`src/core/timer_cfg_regs.svh`:
```
// Register addresses, field positions, masks and counts for the timer configuration block
`ifndef TIMER_CFG_REGS_SVH
`define TIMER_CFG_REGS_SVH

// Special-function register addresses
`define ADDR_MODE_CFG      8'h89
`define ADDR_PRESCALE      8'h8e
`define ADDR_T2_CTRL       8'hc8
`define ADDR_T2_LOW        8'hca
`define ADDR_T2_HIGH       8'hcb

// Reset values
`define MODE_CFG_RESET     8'h00
`define PRESCALE_RESET     8'h00
`define T2_CTRL_RESET      8'h00
`define T2_CNT_RESET       16'h0000

// Mode register, timer zero half
`define MODE_T0_GATE       3
`define MODE_T0_CSEL       2
`define MODE_T0_HI         1
`define MODE_T0_LO         0

// Clock prescale select fields; only bits 5..3 are writable
`define PRESCALE_T2_DIV    5
`define PRESCALE_T1_DIV    4
`define PRESCALE_T0_DIV    3
`define PRESCALE_WMASK     8'h38

// Timer two control fields; bits 7..6 are flags kept elsewhere
`define T2_CTRL_RX_BAUD    5
`define T2_CTRL_TX_BAUD    4
`define T2_CTRL_RUN        2
`define T2_CTRL_CSEL       1
`define T2_CTRL_CAP_SEL    0
`define T2_CTRL_WMASK      8'h3f

// Prescaler and timer two counter counts
`define DIV12_LAST      4'hb
`define DIV12_ZERO      4'h0
`define T2_CNT_MAX      16'hffff
`define T2_CNT_ONE      16'h0001

`endif

```
`src/core/timer_cfg_pkg.sv`:
```
// Types shared by the timer clock and mode select block
package timer_cfg_pkg;

    // Timer zero operating modes, in mode-field order
    typedef enum logic [1:0] {
        T0_MODE_13BIT,
        T0_MODE_16BIT,
        T0_MODE_8BIT_RELOAD,
        T0_MODE_SPLIT_8BIT
    } t0_mode_t;

    // Timer two operating modes
    typedef enum logic [2:0] {
        T2_OFF,
        T2_CAPTURE,
        T2_RELOAD,
        T2_BAUD_TX,
        T2_BAUD_RX,
        T2_BAUD_TXRX
    } t2_mode_t;

endpackage

```
`src/core/timer_clock_and_mode_select.sv`:
```
// Timer clock prescale, gating, mode decode and timer two counter
//
// Function
// RL1: Gate bit makes timer zero wait for pin
// RL2: Timer zero mode field selects four modes
// RL3: Counter select picks clock or pin falling edge
// RL4: Timer one clock is sysclk/12 or sysclk
// RL5: Timer two select bit gives undivided clock
// RL6: Low three prescale bits read zero
// RL7: Top two prescale bits unused, read zero
// RL8: Timer two is two separately written bytes
// RL9: Timer two timer mode uses sysclk/1 or /12
// RL10: Timer two counter mode counts pin falls
// RL11: Timer two overflow can trigger conversion
// RL12: Capture mode from control bits and run
// RL13: Auto-reload mode from control bits and run
// RL14: Baud select bits override capture/reload select
// RL15: Mode from control register, off without run
`timescale 1ns/1ps
`default_nettype none
`include "timer_cfg_regs.svh"

module timer_clock_and_mode_select (
    input  wire logic                    i_sys_clk,
    input  wire logic                    i_resetn,
    input  wire logic                    i_clk_en,
    input  wire logic [7:0]              i_sfr_addr,
    input  wire logic [7:0]              i_sfr_wdata,
    input  wire logic                    i_sfr_wr,
    input  wire logic                    i_sfr_rd,
    input  wire logic                    i_t0_run,
    input  wire logic                    i_ext_irq_zero_pin,
    input  wire logic                    i_t0_count_pin,
    input  wire logic                    i_t2_count_pin,
    output logic [7:0]                   o_sfr_rdata,
    output logic                         o_t0_count_en,
    output logic                         o_t0_tick,
    output var timer_cfg_pkg::t0_mode_t  o_t0_mode,
    output logic                         o_t1_tick,
    output var timer_cfg_pkg::t2_mode_t  o_t2_mode,
    output logic                         o_t2_overflow,
    output logic                         o_adc_trigger
);
    import timer_cfg_pkg::*;

    logic [7:0]  mode_q;
    logic [7:0]  presc_q;
    logic [7:0]  t2_ctl_q;
    logic [15:0] t2_cnt_q;
    logic [3:0]  div12_q;
    logic        half_q;
    logic [2:0]  irq0_sync_q;
    logic [2:0]  t0p_sync_q;
    logic [2:0]  t2p_sync_q;

    // Address decode
    wire sel_mode   = (i_sfr_addr == `ADDR_MODE_CFG);
    wire sel_presc  = (i_sfr_addr == `ADDR_PRESCALE);
    wire sel_t2_ctl = (i_sfr_addr == `ADDR_T2_CTRL);
    wire sel_t2_low = (i_sfr_addr == `ADDR_T2_LOW);
    wire sel_t2_hi  = (i_sfr_addr == `ADDR_T2_HIGH);
    wire wr_t2_low  = i_sfr_wr & sel_t2_low;
    wire wr_t2_hi   = i_sfr_wr & sel_t2_hi;

    // Shared prescaler taps
    wire div12_tick = (div12_q == `DIV12_LAST);
    wire half_tick  = half_q;

    // Synchronised pins; stage 0 feeds only stage 1
    wire irq0_level = irq0_sync_q[1];
    wire t0_fall    = t0p_sync_q[2] & ~t0p_sync_q[1];
    wire t2_fall    = t2p_sync_q[2] & ~t2p_sync_q[1];

    // Timer zero gating and clock choice
    wire t0_gate     = mode_q[`MODE_T0_GATE];
    wire t0_ct       = mode_q[`MODE_T0_CSEL];
    wire t0_enable   = i_t0_run & (~t0_gate | irq0_level);                  // RL1
    wire t0_timebase = presc_q[`PRESCALE_T0_DIV] ? 1'b1 : div12_tick;
    wire t0_tick_d   = t0_enable & (t0_ct ? t0_fall : t0_timebase);         // RL3
    wire [1:0] t0_mode_bits = {mode_q[`MODE_T0_HI], mode_q[`MODE_T0_LO]};
    wire t0_mode_t t0_mode_d = t0_mode_t'(t0_mode_bits);                    // RL2

    // Timer one timebase
    wire t1_tick_d = presc_q[`PRESCALE_T1_DIV] ? 1'b1 : div12_tick;         // RL4

    // Timer two mode decode
    wire t2_run          = t2_ctl_q[`T2_CTRL_RUN];
    wire rx_baud_src_sel = t2_ctl_q[`T2_CTRL_RX_BAUD];
    wire tx_baud_src_sel = t2_ctl_q[`T2_CTRL_TX_BAUD];
    wire t2_baud         = rx_baud_src_sel | tx_baud_src_sel;
    wire t2_ct           = t2_ctl_q[`T2_CTRL_CSEL];
    wire t2_mode_t t2_mode_d =
        !t2_run                              ? T2_OFF       :               // RL15
        (rx_baud_src_sel & tx_baud_src_sel)  ? T2_BAUD_TXRX :               // RL14
        rx_baud_src_sel                      ? T2_BAUD_RX   :
        tx_baud_src_sel                      ? T2_BAUD_TX   :
        t2_ctl_q[`T2_CTRL_CAP_SEL]           ? T2_CAPTURE   :               // RL12
                                               T2_RELOAD;                   // RL13

    // Baud mode fixes the timebase at sysclk/2; select bit ignored there
    wire t2_timebase = t2_baud ? half_tick
                     : (presc_q[`PRESCALE_T2_DIV] ? 1'b1 : div12_tick);     // RL5 RL9
    wire t2_inc  = t2_run & (t2_ct ? t2_fall : t2_timebase);                // RL10
    wire t2_wrap = t2_inc & (t2_cnt_q == `T2_CNT_MAX);

    // Byte-wise counter update; a byte write beats the increment
    wire [15:0] t2_cnt_inc = t2_cnt_q + `T2_CNT_ONE;
    wire [15:0] t2_cnt_d;
    assign t2_cnt_d[7:0]  = wr_t2_low ? i_sfr_wdata                         // RL8
                          : (t2_inc ? t2_cnt_inc[7:0] : t2_cnt_q[7:0]);
    assign t2_cnt_d[15:8] = wr_t2_hi ? i_sfr_wdata
                          : (t2_inc ? t2_cnt_inc[15:8] : t2_cnt_q[15:8]);

    // Read mux; unmapped addresses answer zero
    wire [7:0] rdata_d =
        sel_mode   ? mode_q :
        sel_presc  ? (presc_q & `PRESCALE_WMASK) :                          // RL6 RL7
        sel_t2_ctl ? (t2_ctl_q & `T2_CTRL_WMASK) :
        sel_t2_low ? t2_cnt_q[7:0] :
        sel_t2_hi  ? t2_cnt_q[15:8] : 8'h00;

    // Configuration registers; prescale masks drop reserved and unused bits
    always_ff @(posedge i_sys_clk) begin
        if (!i_resetn) begin
            mode_q   <= `MODE_CFG_RESET;
            presc_q  <= `PRESCALE_RESET;
            t2_ctl_q <= `T2_CTRL_RESET;
        end else if (i_clk_en && i_sfr_wr) begin
            if (sel_mode)
                mode_q <= i_sfr_wdata;
            if (sel_presc)
                presc_q <= i_sfr_wdata & `PRESCALE_WMASK;                   // RL6 RL7
            if (sel_t2_ctl)
                t2_ctl_q <= i_sfr_wdata & `T2_CTRL_WMASK;                   // RL15
        end
    end

    // Prescaler and timer two count
    always_ff @(posedge i_sys_clk) begin
        if (!i_resetn) begin
            div12_q  <= `DIV12_ZERO;
            half_q   <= 1'b0;
            t2_cnt_q <= `T2_CNT_RESET;
        end else if (i_clk_en) begin
            div12_q  <= div12_tick ? `DIV12_ZERO : div12_q + 4'h1;
            half_q   <= ~half_q;
            t2_cnt_q <= t2_cnt_d;
        end
    end

    // Pin synchronisers plus one edge-history stage
    always_ff @(posedge i_sys_clk) begin
        if (!i_resetn) begin
            irq0_sync_q <= 3'h0;
            t0p_sync_q  <= 3'h0;
            t2p_sync_q  <= 3'h0;
        end else if (i_clk_en) begin
            irq0_sync_q <= {irq0_sync_q[1:0], i_ext_irq_zero_pin};
            t0p_sync_q  <= {t0p_sync_q[1:0], i_t0_count_pin};
            t2p_sync_q  <= {t2p_sync_q[1:0], i_t2_count_pin};
        end
    end

    // Registered outputs; trades one cycle of latency for clean timing
    always_ff @(posedge i_sys_clk) begin
        if (!i_resetn) begin
            o_sfr_rdata   <= 8'h00;
            o_t0_count_en <= 1'b0;
            o_t0_tick     <= 1'b0;
            o_t0_mode     <= T0_MODE_13BIT;
            o_t1_tick     <= 1'b0;
            o_t2_mode     <= T2_OFF;
            o_t2_overflow <= 1'b0;
            o_adc_trigger <= 1'b0;
        end else if (i_clk_en) begin
            if (i_sfr_rd)
                o_sfr_rdata <= rdata_d;
            o_t0_count_en <= t0_enable;
            o_t0_tick     <= t0_tick_d;
            o_t0_mode     <= t0_mode_d;
            o_t1_tick     <= t1_tick_d;
            o_t2_mode     <= t2_mode_d;
            o_t2_overflow <= t2_wrap;
            o_adc_trigger <= t2_wrap;                                       // RL11
        end
    end
endmodule
`default_nettype wire

```
`config.mk`:
```
export PLATFORM = sky130hd
export DESIGN_NAME = timer_clock_and_mode_select
export DESIGN_NICKNAME = d
export VERILOG_FILES = /design/src/core/timer_cfg_pkg.sv /design/src/core/timer_clock_and_mode_select.sv
export VERILOG_INCLUDE_DIRS = /design/src /design/src/core
export SDC_FILE = /design/constraint.sdc
export NUM_CORES = 1
export LEC_CHECK = 0
export BUFFER_PORTS_ARGS = -buffer_cell sky130_fd_sc_hd__buf_2
export CAP_MARGIN = 20
export CELL_PAD_IN_SITES_DETAIL_PLACEMENT = 1
export CELL_PAD_IN_SITES_GLOBAL_PLACEMENT = 2
export CORE_MARGIN = 3
export CORE_UTILIZATION = 37
export DETAILED_ROUTE_END_ITERATION = 7
export PLACE_DENSITY_LB_ADDON = 0.08
export RECOVER_POWER = 100
export REMOVE_ABC_BUFFERS = 1
export SLEW_MARGIN = 20
export SYNTH_ARGS = -nofsm -noshare
export SYNTH_HDL_FRONTEND = slang
export SYNTH_SLANG_ARGS = --single-unit
```
`constraint.sdc`:
```
create_clock -name i_sys_clk -period 4.6 [get_ports i_sys_clk]
set_clock_uncertainty 0.15 [all_clocks]
set_input_delay 0.23 -clock i_sys_clk [delete_from_list [all_inputs] [get_ports i_sys_clk]]
set_output_delay 0.23 -clock i_sys_clk [all_outputs]
set_load 0.01 [all_outputs]
```
# Word-level counts from Yosys, hierarchy flattened
# Index checks and enable logic that the tools add are counted.
totals:
  register_bits: 63
  in_bits: 25
  output_inout_bits: 18
  elab_cells: 71
classes:
  addsub: 2
  eq_ne: 7
  muxes: 21
  bitwise_logic: 15
  n_reduce_logical: 9
ops:
  columns: ["operator", "count"]
  rows:
  - ["8-bit 2-to-1 mux", 9]
  - ["8-bit == test (second input constant)", 5]
  - ["16-bit by 1-bit adder with 16-bit output (second input constant)", 1]
  - ["16-bit == test (second input constant)", 1]
  - ["2-bit AND reduction", 6]
  - ["1-bit AND", 9]
  - ["3-bit 2-to-1 mux", 3]
  - ["1-bit 2-to-1 mux", 6]
  - ["4-bit by 1-bit adder with 4-bit output (second input constant)", 1]
  - ["4-bit == test (second input constant)", 1]
  - ["2-bit 2-to-1 mux", 2]
  - ["4-bit 2-to-1 mux", 1]
  - ["1-bit inverter", 4]
  - ["2-bit nonzero test", 2]
  - ["1-bit OR", 2]
  - ["1-bit logical AND", 1]

# Longest topological paths before layout
# Gate-level depths: netlist of run 1.
depth:
  ltp_word: 7
  ltp_mapped: 7
  depth_no_buf: 6

# Worst setup path before layout of run 1
# No wires, ideal clock.
synth_path:
  path_type: "register to register"
  from: "reg t2_ctl_q[5]"
  to: "reg t2_cnt_q[2]"
  setup_ns: 0.116
  arrival_time_ns: 1.695
  required_ns: 4.334
  path_slack_ns: 2.639
  path_stages_with_launch: 6
  n_path_buf: 0
  synth_period_minus_slack_ns: 1.961
  path_cell_list: "dfxtp_1 or4_4 o2bb2ai_4 a2bb2o_4 and3_1 a31o_2"
synth_between:
  elab_chain_len: 6
synth_lines:
  columns: ["element", "line", "rtl"]
  rows:
  - ["from (decl)", "timer_clock_and_mode_select.sv:48", "logic [7:0] t2_ctl_q;"]
  - ["from (signal assigned)", "timer_clock_and_mode_select.sv:127", "t2_ctl_q <= `T2_CTRL_RESET;"]
  - ["from (signal assigned)", "timer_clock_and_mode_select.sv:134", "t2_ctl_q <= i_sfr_wdata & `T2_CTRL_WMASK;"]
  - ["1-bit OR", "timer_clock_and_mode_select.sv:90", "wire t2_baud = rx_baud_src_sel | tx_baud_src_sel;"]
  - ["1-bit 2-to-1 mux", "timer_clock_and_mode_select.sv:101", "wire t2_timebase = t2_baud ? half_tick"]
  - ["1-bit 2-to-1 mux", "timer_clock_and_mode_select.sv:103", "wire t2_inc = t2_run & (t2_ct ? t2_fall : t2_timebase);"]
  - ["1-bit AND", "timer_clock_and_mode_select.sv:103", null]
  - ["2-bit nonzero test (no source line)", null, null]
  - ["2-bit AND reduction (no source line)", null, null]
  - ["to (signal assigned)", "timer_clock_and_mode_select.sv:143", "t2_cnt_q <= `T2_CNT_RESET;"]
  - ["to (signal assigned)", "timer_clock_and_mode_select.sv:147", "t2_cnt_q <= t2_cnt_d;"]
  - ["to (decl)", "timer_clock_and_mode_select.sv:49", "logic [15:0] t2_cnt_q;"]
# No other way between the ends.
# A chain may end at the register's enable or synchronous reset.

# Final worst setup path of run 1
# Same ends and word-level chain as after synthesis.

==> flow_summary.html, run 1 <==
<table>
<tr><th>Metric</th><th>Value</th></tr>
<tr><th colspan="2">Worst setup path</th></tr>
<tr><td>Endpoint kind of the worst setup timing path</td><td>flip-flop</td></tr>
<tr><td>Arrival time at the worst endpoint</td><td>3.07 ns</td></tr>
<tr><td>Worst EP required</td><td>4.69 ns</td></tr>
<tr><td>Critical path class</td><td>flip-flop to flip-flop</td></tr>
<tr><td>Top fanout value on the critical path</td><td>15</td></tr>
<tr><td>CP Launch Type</td><td>flip-flop</td></tr>
<tr><th colspan="2">Yosys</th></tr>
<tr><td>Post-synthesis cell type with the largest combined area</td><td>sky130_fd_sc_hd__dfxtp_1</td></tr>
<tr><td>Most used standard cells in the synthesized netlist</td><td>63 x sky130_fd_sc_hd__dfxtp_1, 50 x sky130_fd_sc_hd__nor2_1, 33 x sky130_fd_sc_hd__mux2i_1</td></tr>
<tr><td>Share of synthesized area occupied by flip-flops and latches</td><td>38.4%</td></tr>
<tr><td>Library cell with the highest instance count after synthesis</td><td>sky130_fd_sc_hd__dfxtp_1</td></tr>
<tr><td>Ys Warns</td><td>0</td></tr>
<tr><td>Synthesized instance count</td><td>382</td></tr>
<tr><td>Top FF cell, synth</td><td>sky130_fd_sc_hd__dfxtp_1</td></tr>
<tr><td>Number of enable flip-flop cells after synthesis</td><td>0</td></tr>
<tr><td>Cell variety after synth</td><td>59</td></tr>
<tr><td>Netlist area before placement</td><td>3280 um^2</td></tr>
<tr><td>Register bit total from synthesis</td><td>63</td></tr>
<tr><td>Mean instance size in the synthesized netlist</td><td>8.59 um^2</td></tr>
<tr><td>Top cell type's share of synthesized area</td><td>38.4%</td></tr>
<tr><td>Cell types with the largest area share after synthesis</td><td>sky130_fd_sc_hd__dfxtp_1 38%, sky130_fd_sc_hd__mux2i_1 10%, sky130_fd_sc_hd__nor2_1 5.7%</td></tr>
<tr><td>Fraction of synthesis flops using an asynchronous set or reset pin</td><td>0%</td></tr>
<tr><th colspan="2">Clocking</th></tr>
<tr><td>TritonCTS clock tree</td><td>built</td></tr>
<tr><td>Number of sinks driven by the clock tree</td><td>63</td></tr>
<tr><td>H-tree level count</td><td>3</td></tr>
<tr><td>Buffer depth of the longest clock path</td><td>2</td></tr>
<tr><td>Clock tree root driver cell</td><td>sky130_fd_sc_hd__clkbuf_8</td></tr>
<tr><td>Post-cts gate resize count</td><td>0</td></tr>
<tr><td>Clock latency at the later pin of the worst-skew pair</td><td>0.35 ns</td></tr>
<tr><td>Clk slew on worst S/H paths</td><td>0.07 ns</td></tr>
<tr><td>Number of buffers added by the clock tree synthesis step</td><td>9</td></tr>
<tr><th colspan="2">Route</th></tr>
<tr><td>Drt initial violations</td><td>132</td></tr>
<tr><td>Overall routed net length</td><td>9800 um</td></tr>
<tr><td>Routed via count</td><td>3011</td></tr>
<tr><td>Remaining antenna violation count after routing</td><td>0</td></tr>
<tr><td>Routed vias/inst</td><td>5.72</td></tr>
<tr><td>First-pass iteration count of the detailed router</td><td>4</td></tr>
<tr><td>Number of remaining DRC errors</td><td>0</td></tr>
<tr><td>Average detailed-routed wire length per instance</td><td>18.6 um</td></tr>
<tr><th colspan="2">Floorplanning</th></tr>
<tr><td>Initial standard-cell utilization of the core</td><td>38.9%</td></tr>
<tr><td>Die span in x</td><td>100 um</td></tr>
<tr><td>Area of the core</td><td>8420 um^2</td></tr>
<tr><td>Number of placement rows</td><td>33</td></tr>
<tr><td>Area enclosed by the die boundary</td><td>10000 um^2</td></tr>
<tr><td>Die height</td><td>100 um</td></tr>
<tr><td>Ports</td><td>43</td></tr>
<tr><th colspan="2">GRT</th></tr>
<tr><td>Global Route Usage Sum</td><td>20.6%</td></tr>
<tr><td>Pin count of the biggest net entering global routing</td><td>30</td></tr>
<tr><td>Total grt overflow</td><td>0</td></tr>
<tr><td>First-pass GRT wire length</td><td>16300 um</td></tr>
<tr><td>Initial antenna violation count</td><td>0</td></tr>
<tr><td>Vias in the first global route</td><td>3141</td></tr>
<tr><th colspan="2">Timing</th></tr>
<tr><td>Tightest hold margin</td><td>0.0357 ns</td></tr>
<tr><td>TNS Setup</td><td>0 ns</td></tr>
<tr><td>Transition time at the pin with the least slew margin</td><td>1.26 ns</td></tr>
<tr><td>Number of failing hold endpoints at the final stage</td><td>0</td></tr>
<tr><td>Clock period minus final worst setup slack</td><td>2.97 ns</td></tr>
<tr><td>Setup violators final</td><td>0</td></tr>
<tr><td>Post-route fraction of the period consumed by the critical path</td><td>64.6%</td></tr>
<tr><td>Tightest slew margin relative to the limit</td><td>16.0%</td></tr>
<tr><td>Count of pins over their slew limit</td><td>0</td></tr>
<tr><td>Highest Clock Rate</td><td>336 MHz</td></tr>
<tr><td>RSZ-0062 raised after global routing</td><td>false</td></tr>
<tr><th colspan="2">Pwr</th></tr>
<tr><td>Total power divided by cell area</td><td>320 nW/um^2</td></tr>
<tr><td>Worst VDD drop</td><td>186 uV</td></tr>
<tr><td>Leakage component of the power</td><td>1.36 nW</td></tr>
<tr><th colspan="2">Layout</th></tr>
<tr><td>Final net count</td><td>443</td></tr>
<tr><td>Area growth from synthesis to layout</td><td>13.8%</td></tr>
<tr><td>Final antenna diode count</td><td>0</td></tr>
<tr><td>Count of fill cells added during filler insertion</td><td>1055</td></tr>
<tr><td>Fraction of layout cells with a size suffix above 1</td><td>14.0%</td></tr>
<tr><th colspan="2">Job</th></tr>
<tr><td>Number of max-cap violations</td><td>0</td></tr>
<tr><th colspan="2">Placement</th></tr>
<tr><td>Detailed-placement wirelength estimate</td><td>7030 um</td></tr>
<tr><td>Routability congestion estimate</td><td>0.862</td></tr>
<tr><td>Port-buffer cells</td><td>42</td></tr>
<tr><th colspan="2">Worst hold path</th></tr>
<tr><td>Worst Hold Class</td><td>input pin to flip-flop</td></tr>
<tr><th colspan="2">Status</th></tr>
<tr><td>Result of the run</td><td>finished, final reports clean</td></tr>
</table>
registers in the layout, summed over array words and instances (netlist names):
signal	count
o_t2_mode	3
half_q	1
div12_q	4
t0p_sync_q	3
t2_cnt_q	16
mode_q	8
o_adc_trigger	1
t2_ctl_q	6
o_t0_tick	1
o_sfr_rdata	8
presc_q	3
o_t1_tick	1
o_t0_mode	2
irq0_sync_q	2
t2p_sync_q	3
o_t0_count_en	1
through the flow:
step           cells  setup WS [ns]  instance area, um^2  util [%]  total power (W)
2_1_floorplan    357           2.43                 3170         -         0.000605
3_3_place_gp     507           2.17                 3530      41.9         0.000649
3_5_place_dp     507           2.05                 3530      41.9         0.000650
4_1_cts          526           2.33                 3790      45.0          0.00121
5_1_grt          526           1.43                 3730      44.3          0.00124
6_report         526           1.63                 3730      44.3          0.00119
worst paths after layout:
check,startpoint,endpoint,slack (ns),cells past startpoint
worst max-delay path,t2_ctl_q[5],t2_cnt_q[2],1.63,5
worst min register to register,o_sfr_rdata[4],o_sfr_rdata[4],0.30,2
worst max register to register,t2_ctl_q[5],t2_cnt_q[2],1.63,5
worst min-delay path,i_sfr_wdata[6],mode_q[6],0.04,3
critical path, stage by stage, from the launching register on:
cell	delay [ns]
sky130_fd_sc_hd__dfxtp_1	0.39
sky130_fd_sc_hd__or4_2	0.67
sky130_fd_sc_hd__o2bb2ai_1	0.65
sky130_fd_sc_hd__a2bb2o_1	0.54
sky130_fd_sc_hd__and3_1	0.26
sky130_fd_sc_hd__a31o_2	0.21
cell usage in the layout (no fill, tap or decap), types with 3 or more instances in the layout:
cell type	Yosys	routed
sky130_fd_sc_hd__a211oi_1	6	6
sky130_fd_sc_hd__a21oi_1	25	25
sky130_fd_sc_hd__a22oi_1	8	8
sky130_fd_sc_hd__a311oi_1	2	3
sky130_fd_sc_hd__and2_1	5	5
sky130_fd_sc_hd__and3_1	7	7
sky130_fd_sc_hd__buf_2	5	23
sky130_fd_sc_hd__clkbuf_1	15	20
sky130_fd_sc_hd__clkbuf_8	0	10
sky130_fd_sc_hd__dfxtp_1	63	63
sky130_fd_sc_hd__dlygate4sd3_1	0	3
sky130_fd_sc_hd__inv_1	8	7
sky130_fd_sc_hd__mux2_2	9	9
sky130_fd_sc_hd__mux2i_1	33	33
sky130_fd_sc_hd__nand2_1	26	26
sky130_fd_sc_hd__nand2b_1	5	5
sky130_fd_sc_hd__nand3_1	10	10
sky130_fd_sc_hd__nand4_1	5	5
sky130_fd_sc_hd__nor2_1	50	50
sky130_fd_sc_hd__nor2b_1	9	9
sky130_fd_sc_hd__nor3_1	18	18
sky130_fd_sc_hd__nor4_1	5	5
sky130_fd_sc_hd__o211ai_1	4	4
sky130_fd_sc_hd__o21ai_0	10	10
sky130_fd_sc_hd__o221ai_1	3	3
sky130_fd_sc_hd__o22ai_1	5	5
power breakdown:
part           internal [W]  total [W]  switching (W)
clock              0.000323   0.000557       0.000235
sequential         0.000554   0.000559     0.00000555
combinational     0.0000266  0.0000777      0.0000511
area by class of cell:
type	instances	area, um^2	area share (%)
repair buffers	48	235	6.30
multi-input cells	286	1850	49.4
flip-flops and latches	63	1260	33.8
inverters	8	30.0	0.805
clock inverters	6	91.3	2.45
clock buffers	10	138	3.69
well taps	105	131	3.52
repair_timing:
item | CTS | global route
hold endpoints to repair | 3 | 0
hold buffers | 3 | 0
setup buffers | 0 | 0
setup endpoints to repair | 0 | 0
cell families after synthesis:
group	Yosys count	share of synthesized area [%]
buffers and inverters	33	4.31
flip-flops	63	38.4
AO/OA/AOI/OAI	80	17.2
XOR/XNOR	1	0.267
multiplexers	42	13.2
adder cells (fa/ha/maj)	2	0.763
AND/OR/NAND/NOR	161	25.8
per-layer routing:
layer | vias up | wire length (um) | part of all wire, % | GRT usage, %
li1 | 1457 | - | - | -
met5 | - | 0 | 0 | 0
met3 | 13 | 408 | 4.2 | 4.59
met1 | 1484 | 4510 | 46 | 26.1
met4 | 0 | 190 | 1.9 | 7.56
met2 | 57 | 4690 | 48 | 34.4
(Power assumes the default switching activity.)
==> inputs of run 2 (changes only) <==
- CORE_UTILIZATION: 37 -> 31
- clock period: 4.6 -> 2.4 ns (I/O delays scaled with it)
==> run 2 against run 1 <==
Net effect: cell area up 4.0%; combinational power up 100%; total power up 73%; hold slack worse by 0.026 ns; setup slack worse by 1.4 ns; clock-buffer cell count down 1; final cell count up 8.9%; fmax up 34%; utilization down 5.7 points; highest routed layer unchanged.
==> flow_summary.html, run 2 (synthesized netlist as in run 1, its figures left out) <==
<table>
<tr><th>Metric</th><th>Value</th></tr>
<tr><th colspan="2">Status</th></tr>
<tr><td>Result of the run</td><td>finished, final reports clean</td></tr>
<tr><th colspan="2">Layout</th></tr>
<tr><td>Registers with the most flip-flops</td><td>t2_cnt_q (16), mode_q (8), o_sfr_rdata (8)</td></tr>
<tr><td>Final net count</td><td>462 (+4.3%)</td></tr>
<tr><td>Area occupied by multi-input gates</td><td>1870 um^2 (+1.2%)</td></tr>
<tr><td>Commonest non-fill, non-tap cell in the layout</td><td>sky130_fd_sc_hd__dfxtp_1</td></tr>
<tr><td>Utilization after layout</td><td>38.6% (-5.7 points)</td></tr>
<tr><td>Sequential standard cell area</td><td>1260 um^2 (unchanged)</td></tr>
<tr><td>Fraction of layout cells with a size suffix above 1</td><td>15.9% (+1.9 points)</td></tr>
<tr><td>Commonest cells after routing, fill and taps aside</td><td>63 x sky130_fd_sc_hd__dfxtp_1, 51 x sky130_fd_sc_hd__nor2_1, 33 x sky130_fd_sc_hd__mux2i_1, 26 x sky130_fd_sc_hd__nand2_1, 25 x sky130_fd_sc_hd__a21oi_1</td></tr>
<tr><td>Flip-flop count of the largest register after layout</td><td>16 (unchanged)</td></tr>
<tr><td>Count of fill cells added during filler insertion</td><td>1217 (+15%)</td></tr>
<tr><td>Final antenna diode count</td><td>0 (unchanged)</td></tr>
<tr><td>Top reg by flops</td><td>t2_cnt_q</td></tr>
<tr><td>Area growth from synthesis to layout</td><td>18.3%</td></tr>
<tr><td>Fin cells</td><td>573 (+8.9%)</td></tr>
<tr><th colspan="2">Worst hold path</th></tr>
<tr><td>Sink of the worst hold path</td><td>presc_q[5]</td></tr>
<tr><td>Count of cells along the worst hold path</td><td>3 (unchanged)</td></tr>
<tr><td>Worst Hold Class</td><td>input pin to flip-flop</td></tr>
<tr><td>Startpoint of the worst hold path</td><td>i_sfr_wdata[5]</td></tr>
<tr><th colspan="2">Floorplanning</th></tr>
<tr><td>Area enclosed by the die boundary</td><td>11900 um^2 (+18%)</td></tr>
<tr><td>Ports</td><td>43 (unchanged)</td></tr>
<tr><td>Die span in x</td><td>109 um (+8.7%)</td></tr>
<tr><td>Die height</td><td>109 um (+8.7%)</td></tr>
<tr><td>Initial standard-cell utilization of the core</td><td>32.7% (-6.3 points)</td></tr>
<tr><td>Number of placement rows</td><td>36 (+9.1%)</td></tr>
<tr><td>Area of the core</td><td>10000 um^2 (+19%)</td></tr>
<tr><th colspan="2">Worst setup path</th></tr>
<tr><td>Critical path class</td><td>flip-flop to flip-flop</td></tr>
<tr><td>Arrival time at the worst endpoint</td><td>2.32 ns (-0.75 ns)</td></tr>
<tr><td>Endpoint kind of the worst setup timing path</td><td>flip-flop</td></tr>
<tr><td>Top fanout value on the critical path</td><td>15 (unchanged)</td></tr>
<tr><td>Register-to-Register Setup Slack</td><td>0.18 ns (-1.45 ns)</td></tr>
<tr><td>Endpoint of the lowest-slack register-to-register path</td><td>t2_cnt_q[2]</td></tr>
<tr><td>Depth of the worst register-to-register path</td><td>5 (unchanged)</td></tr>
<tr><td>First element of the critical path</td><td>t2_ctl_q[5]</td></tr>
<tr><td>Worst EP required</td><td>2.50 ns (-2.19 ns)</td></tr>
<tr><td>Startpoint of the worst register-to-register path</td><td>t2_ctl_q[5]</td></tr>
<tr><td>CP Launch Type</td><td>flip-flop</td></tr>
<tr><th colspan="2">Pwr</th></tr>
<tr><td>Leakage component of the power</td><td>1.41 nW (+3.4%)</td></tr>
<tr><td>Total power divided by cell area</td><td>533 nW/um^2 (+66%)</td></tr>
<tr><td>Worst VDD drop</td><td>259 uV (+39%)</td></tr>
<tr><th colspan="2">Timing</th></tr>
<tr><td>Count of pins over their slew limit</td><td>0 (unchanged)</td></tr>
<tr><td>Tightest slew margin relative to the limit</td><td>37.4% (+21 points)</td></tr>
<tr><td>Number of failing hold endpoints at the final stage</td><td>0 (unchanged)</td></tr>
<tr><td>Post-route fraction of the period consumed by the critical path</td><td>92.6% (+28 points)</td></tr>
<tr><td>Transition time at the pin with the least slew margin</td><td>0.936 ns (-0.324 ns)</td></tr>
<tr><td>Setup violators final</td><td>0 (unchanged)</td></tr>
<tr><td>RSZ-0062 raised after global routing</td><td>false</td></tr>
<tr><td>TNS Setup</td><td>0 ns (unchanged)</td></tr>
<tr><td>Highest Clock Rate</td><td>450 MHz (+34%)</td></tr>
<tr><td>Final Worst Setup Slack</td><td>0.178 ns (-1.45 ns)</td></tr>
<tr><td>Clock period minus final worst setup slack</td><td>2.22 ns (-0.751 ns)</td></tr>
<tr><th colspan="2">Placement</th></tr>
<tr><td>Port-buffer cells</td><td>42 (unchanged)</td></tr>
<tr><td>Placed insts</td><td>549 (+8.3%)</td></tr>
<tr><td>Routability congestion estimate</td><td>0.787 (-8.7%)</td></tr>
<tr><td>Detailed-placement wirelength estimate</td><td>7530 um (+7.0%)</td></tr>
<tr><td>Worst Setup Slack post-DPL</td><td>0.233 ns (-1.81 ns)</td></tr>
<tr><th colspan="2">Route</th></tr>
<tr><td>Number of remaining DRC errors</td><td>0 (unchanged)</td></tr>
<tr><td>Overall routed net length</td><td>10200 um (+4.2%)</td></tr>
<tr><td>First-pass iteration count of the detailed router</td><td>4 (unchanged)</td></tr>
<tr><td>Drt initial violations</td><td>125 (-5.3%)</td></tr>
<tr><td>Routed vias/inst</td><td>5.25 (-8.2%)</td></tr>
<tr><td>Remaining antenna violation count after routing</td><td>0 (unchanged)</td></tr>
<tr><td>Routed via count</td><td>3010 (-0.033%)</td></tr>
<tr><td>Average detailed-routed wire length per instance</td><td>17.8 um (-4.4%)</td></tr>
<tr><th colspan="2">Clocking</th></tr>
<tr><td>TritonCTS clock tree</td><td>built</td></tr>
<tr><td>Number of buffers added by the clock tree synthesis step</td><td>9 (unchanged)</td></tr>
<tr><td>Clock tree root driver cell</td><td>sky130_fd_sc_hd__clkbuf_8</td></tr>
<tr><td>H-tree level count</td><td>3 (unchanged)</td></tr>
<tr><td>Clock latency at the later pin of the worst-skew pair</td><td>0.34 ns (about the same)</td></tr>
<tr><td>Post-cts gate resize count</td><td>0 (unchanged)</td></tr>
<tr><td>Hold Buf Count CTS</td><td>8 (+5)</td></tr>
<tr><td>Clk slew on worst S/H paths</td><td>0.08 ns (about the same)</td></tr>
<tr><td>Number of sinks driven by the clock tree</td><td>63 (unchanged)</td></tr>
<tr><td>Post-CTS Setup Repair Bufs</td><td>0 (unchanged)</td></tr>
<tr><td>Buffer depth of the longest clock path</td><td>2 (unchanged)</td></tr>
<tr><th colspan="2">GRT</th></tr>
<tr><td>Total grt overflow</td><td>0 (unchanged)</td></tr>
<tr><td>Vias in the first global route</td><td>3026 (-3.7%)</td></tr>
<tr><td>First-pass GRT wire length</td><td>16300 um (+0.47%)</td></tr>
<tr><td>Initial antenna violation count</td><td>0 (unchanged)</td></tr>
<tr><td>Global Route Usage Sum</td><td>18.1% (-2.5 points)</td></tr>
<tr><td>Pin count of the biggest net entering global routing</td><td>39 (+30%)</td></tr>
<tr><th colspan="2">Job</th></tr>
<tr><td>Number of max-cap violations</td><td>0 (unchanged)</td></tr>
</table>
==> run 2: routing by layer <==
metal	wire (um)	up-vias	track usage, %
li1	-	1498	-
met1	4880	1452	23.9
met2	4880	53	30.0
met3	352	7	3.97
met4	95	0	4.87
met5	0	-	0
==> run 2: layout make-up <==
cell class	count	share of cell area [%]
Multi-Input combinational cell	286	48.1
Sequential cell	63	32.5
Timing Repair Buffer	67	9.87
Inverter	8	0.774
Clock inverter	7	1.26
Tap cell	133	4.29
Clock buffer	9	3.19
==> run 2: worst max-delay path, cell delays in order (launching register included) <==
cell and delay (ns):
sky130_fd_sc_hd__dfxtp_1 0.38, sky130_fd_sc_hd__or4_1 0.59, sky130_fd_sc_hd__o2bb2ai_4 0.31, sky130_fd_sc_hd__a2bb2o_4 0.31
sky130_fd_sc_hd__and3_1 0.18, sky130_fd_sc_hd__a31o_2 0.20
==> run 2: how the worst max path moves through the flow <==
stage                  endpoint  cells after the start  slack [ns]
CTS                 t2_cnt_q[2]                      5        0.23
detailed placement  t2_cnt_q[2]                      5        0.23
global placement    t2_cnt_q[2]                      5        0.28
floorplan           t2_cnt_q[2]                      5        0.34
global route        t2_cnt_q[2]                      5        0.09
finish              t2_cnt_q[2]                      5        0.18
==> run 2: report_power, final <==
group / total, W / switching [W] / leakage [nW] / internal, W
clock network: 0.000836 / 0.000462 / 0.0776 / 0.000374
logic: 0.000159 / 0.0000999 / 0.819 / 0.0000588
registers: 0.00107 / 0.0000101 / 0.510 / 0.00106
total: 0.00207 / 0.000572 / 1.41 / 0.00149
==> run 2: through the flow <==
stage | total power (W) | area (um^2) | hold slack [ns]
6_report | 0.00207 | 3880 | 0.00975
5_1_grt | 0.00218 | 3880 | 0.00803
4_1_cts | 0.00211 | 3930 | 0.00404
3_5_place_dp | 0.00125 | 3670 | 0.218
3_3_place_gp | 0.00125 | 3670 | 0.206
2_1_floorplan | 0.00116 | 3170 | 0.0594
==> inputs of run 3 (changes only) <==
- CORE_MARGIN: 3 -> 8
- SLEW_MARGIN: 20 -> 40
==> run 3 against run 2 <==
Net effect: routed wire length increased by 2.1%; die area up 19%; largest cell class unchanged; flip-flop and latch count unchanged; sequential share of layout area shrank 0.28 points; cell area rose by 0.87%; global-route usage is 3.0 points lower.
==> flow_summary.html, run 3 (synthesized netlist as in run 1, its figures left out) <==
<table>
<tr><th>Metric</th><th>Value</th></tr>
<tr><th colspan="2">Status</th></tr>
<tr><td>Result of the run</td><td>finished, final reports clean</td></tr>
<tr><th colspan="2">Timing</th></tr>
<tr><td>Post-route fraction of the period consumed by the critical path</td><td>91.7% (-0.89 points)</td></tr>
<tr><td>Highest Clock Rate</td><td>454 MHz (+0.97%)</td></tr>
<tr><td>Transition time at the pin with the least slew margin</td><td>0.926 ns (-0.0104 ns)</td></tr>
<tr><td>Clock period minus final worst setup slack</td><td>2.20 ns (-0.0213 ns)</td></tr>
<tr><td>Tightest slew margin relative to the limit</td><td>38.3% (+0.93 points)</td></tr>
<tr><td>Number of failing hold endpoints at the final stage</td><td>0 (unchanged)</td></tr>
<tr><td>TNS Setup</td><td>0 ns (unchanged)</td></tr>
<tr><td>Count of pins over their slew limit</td><td>0 (unchanged)</td></tr>
<tr><td>Tightest hold margin</td><td>0.0140 ns (+0.00427 ns)</td></tr>
<tr><td>Setup violators final</td><td>0 (unchanged)</td></tr>
<tr><td>RSZ-0062 raised after global routing</td><td>false</td></tr>
<tr><th colspan="2">Pwr</th></tr>
<tr><td>Proportion of power drawn by the clock network</td><td>42.7% (+2.2 points)</td></tr>
<tr><td>Fraction of power spent switching nets</td><td>25.6% (-2.1 points)</td></tr>
<tr><td>Worst VDD drop</td><td>320 uV (+24%)</td></tr>
<tr><td>Leakage component of the power</td><td>1.42 nW (+1.1%)</td></tr>
<tr><td>Sequential cell fraction of total power</td><td>49.8% (-2.1 points)</td></tr>
<tr><td>Logic gate share of total power</td><td>7.5% (-0.2 points)</td></tr>
<tr><td>Design internal power</td><td>0.00160 W (+7.2%)</td></tr>
<tr><td>Net Switching</td><td>0.000551 W (-3.6%)</td></tr>
<tr><td>Total power divided by cell area</td><td>550 nW/um^2 (+3.3%)</td></tr>
<tr><th colspan="2">Layout</th></tr>
<tr><td>Count of fill cells added during filler insertion</td><td>1240 (+1.9%)</td></tr>
<tr><td>Top reg by flops</td><td>t2_cnt_q</td></tr>
<tr><td>Final net count</td><td>463 (+0.22%)</td></tr>
<tr><td>Fin cells</td><td>577 (+0.70%)</td></tr>
<tr><td>Final antenna diode count</td><td>0 (unchanged)</td></tr>
<tr><td>Utilization after layout</td><td>37.9% (-0.72 points)</td></tr>
<tr><td>Flip-flop count of the largest register after layout</td><td>16 (unchanged)</td></tr>
<tr><td>Fraction of layout cells with a size suffix above 1</td><td>15.4% (-0.49 points)</td></tr>
<tr><td>Commonest cells after routing, fill and taps aside</td><td>63 x sky130_fd_sc_hd__dfxtp_1, 50 x sky130_fd_sc_hd__nor2_1, 33 x sky130_fd_sc_hd__mux2i_1, 26 x sky130_fd_sc_hd__nand2_1, 25 x sky130_fd_sc_hd__a21oi_1</td></tr>
<tr><td>Registers with the most flip-flops</td><td>t2_cnt_q (16), mode_q (8), o_sfr_rdata (8)</td></tr>
<tr><td>Area growth from synthesis to layout</td><td>19.3%</td></tr>
<tr><td>Commonest non-fill, non-tap cell in the layout</td><td>sky130_fd_sc_hd__dfxtp_1</td></tr>
<tr><th colspan="2">GRT</th></tr>
<tr><td>Pin count of the biggest net entering global routing</td><td>38 (-2.6%)</td></tr>
<tr><td>Global Route Usage Sum</td><td>15.2% (-3.0 points)</td></tr>
<tr><td>First-pass GRT wire length</td><td>16900 um (+3.3%)</td></tr>
<tr><td>Initial antenna violation count</td><td>0 (unchanged)</td></tr>
<tr><td>Vias in the first global route</td><td>3240 (+7.1%)</td></tr>
<tr><td>Total grt overflow</td><td>0 (unchanged)</td></tr>
<tr><th colspan="2">Worst setup path</th></tr>
<tr><td>CP Launch Type</td><td>flip-flop</td></tr>
<tr><td>Top fanout value on the critical path</td><td>15 (unchanged)</td></tr>
<tr><td>Delay of the slowest cell on the worst path</td><td>0.58 ns (about the same)</td></tr>
<tr><td>Slowest stage cell on the critical path</td><td>sky130_fd_sc_hd__or4_1</td></tr>
<tr><td>Arrival time at the worst endpoint</td><td>2.30 ns (-0.02 ns)</td></tr>
<tr><td>Crit path cell chain</td><td>or4_1, o2bb2ai_4, a2bb2o_4, and3_1, a31o_2</td></tr>
<tr><td>Worst EP required</td><td>2.50 ns (about the same)</td></tr>
<tr><td>Endpoint kind of the worst setup timing path</td><td>flip-flop</td></tr>
<tr><td>Critical path class</td><td>flip-flop to flip-flop</td></tr>
<tr><th colspan="2">Clocking</th></tr>
<tr><td>Clock latency at the later pin of the worst-skew pair</td><td>0.35 ns (about the same)</td></tr>
<tr><td>TritonCTS clock tree</td><td>built</td></tr>
<tr><td>Number of buffers added by the clock tree synthesis step</td><td>9 (unchanged)</td></tr>
<tr><td>Clk slew on worst S/H paths</td><td>0.07 ns (about the same)</td></tr>
<tr><td>Clock tree root driver cell</td><td>sky130_fd_sc_hd__clkbuf_8</td></tr>
<tr><td>Buffer depth of the longest clock path</td><td>2 (unchanged)</td></tr>
<tr><td>H-tree level count</td><td>3 (unchanged)</td></tr>
<tr><td>Number of sinks driven by the clock tree</td><td>63 (unchanged)</td></tr>
<tr><td>Post-cts gate resize count</td><td>0 (unchanged)</td></tr>
<tr><td>Post-CTS Setup Repair Bufs</td><td>0 (unchanged)</td></tr>
<tr><th colspan="2">Route</th></tr>
<tr><td>Routed via count</td><td>3071 (+2.0%)</td></tr>
<tr><td>Routed vias/inst</td><td>5.32 (+1.3%)</td></tr>
<tr><td>Overall routed net length</td><td>10400 um (+2.1%)</td></tr>
<tr><td>Number of remaining DRC errors</td><td>0 (unchanged)</td></tr>
<tr><td>Average detailed-routed wire length per instance</td><td>18.1 um (+1.4%)</td></tr>
<tr><td>Remaining antenna violation count after routing</td><td>0 (unchanged)</td></tr>
<tr><td>First-pass iteration count of the detailed router</td><td>4 (unchanged)</td></tr>
<tr><td>Drt initial violations</td><td>172 (+38%)</td></tr>
<tr><th colspan="2">Floorplanning</th></tr>
<tr><td>Initial standard-cell utilization of the core</td><td>31.8% (-0.88 points)</td></tr>
<tr><td>Area of the core</td><td>10300 um^2 (+2.8%)</td></tr>
<tr><td>Die span in x</td><td>119 um (+9.2%)</td></tr>
<tr><td>Number of placement rows</td><td>37 (+2.8%)</td></tr>
<tr><td>Area enclosed by the die boundary</td><td>14100 um^2 (+19%)</td></tr>
<tr><td>Die height</td><td>119 um (+9.2%)</td></tr>
<tr><td>Ports</td><td>43 (unchanged)</td></tr>
<tr><th colspan="2">Placement</th></tr>
<tr><td>Placed insts</td><td>551 (+0.36%)</td></tr>
<tr><td>Detailed-placement wirelength estimate</td><td>7780 um (+3.3%)</td></tr>
<tr><td>Routability congestion estimate</td><td>0.810 (+2.9%)</td></tr>
<tr><td>Port-buffer cells</td><td>42 (unchanged)</td></tr>
<tr><th colspan="2">Worst hold path</th></tr>
<tr><td>Worst Hold Class</td><td>input pin to flip-flop</td></tr>
<tr><th colspan="2">Job</th></tr>
<tr><td>Number of max-cap violations</td><td>0 (unchanged)</td></tr>
</table>
run 3: final timing paths:
kind / from / cells after the start / slack (ns) / endpoint
min reg2reg: o_sfr_rdata[5] / 2 / 0.31 / o_sfr_rdata[5]
min: i_sfr_wdata[2] / 3 / 0.01 / t2_ctl_q[2]
max: t2_ctl_q[5] / 5 / 0.20 / t2_cnt_q[2]
max reg2reg: t2_ctl_q[5] / 5 / 0.20 / t2_cnt_q[2]
run 3: timing repair:
item | 4_1_cts | 5_1_grt
hold buffers | 10 | 0
endpoints found under the setup margin | 0 | 0
endpoints found under the hold margin | 17 | 0
run 3: per-stage QoR:
| step | instance area [um^2] | total power, W | setup slack [ns] |
|---|---|---|---|
| 2_1_floorplan | 3170 | 0.00116 | 0.342 |
| 3_3_place_gp | 3670 | 0.00125 | 0.279 |
| 3_5_place_dp | 3670 | 0.00125 | 0.252 |
| 4_1_cts | 3960 | 0.00220 | 0.238 |
| 5_1_grt | 3910 | 0.00225 | 0.119 |
| 6_report | 3910 | 0.00215 | 0.199 |
run 3: cell type report:
cell class / instances / area, um^2 / share of cell area, %
clock inverter: 5 / 58.8 / 1.50
timing repair buffer: 68 / 393 / 10.0
inverter: 8 / 30.0 / 0.767
clock buffer: 11 / 131 / 3.36
sequential: 63 / 1260 / 32.2
multi-input combinational: 286 / 1870 / 47.8
tap: 136 / 170 / 4.35
run 3: layer usage:
metal	share of wire [%]	wire length, um	track usage, %
met5	0	0	0
met3	4.1	427	3.54
met2	49	5090	25.9
met4	2.8	294	6.96
met1	44	4610	17.8
run 3: power groups by stage:
stage	Combinational [W]	Sequential [W]	Clock (W)
after floorplan	0.0000622	0.00110	0
after global placement	0.000155	0.00110	0
after detailed placement	0.000156	0.00110	0
after CTS	0.000169	0.00107	0.000962
after global routing	0.000179	0.00107	0.00100
final	0.000161	0.00107	0.000920
run 3: worst max-delay path: cells and delay by family (launching register included):
family / cells / cell delay [ns]
AO/OA/AOI/OAI: 3 / 0.81
AND/OR/NAND/NOR: 2 / 0.76
flip-flops: 1 / 0.37
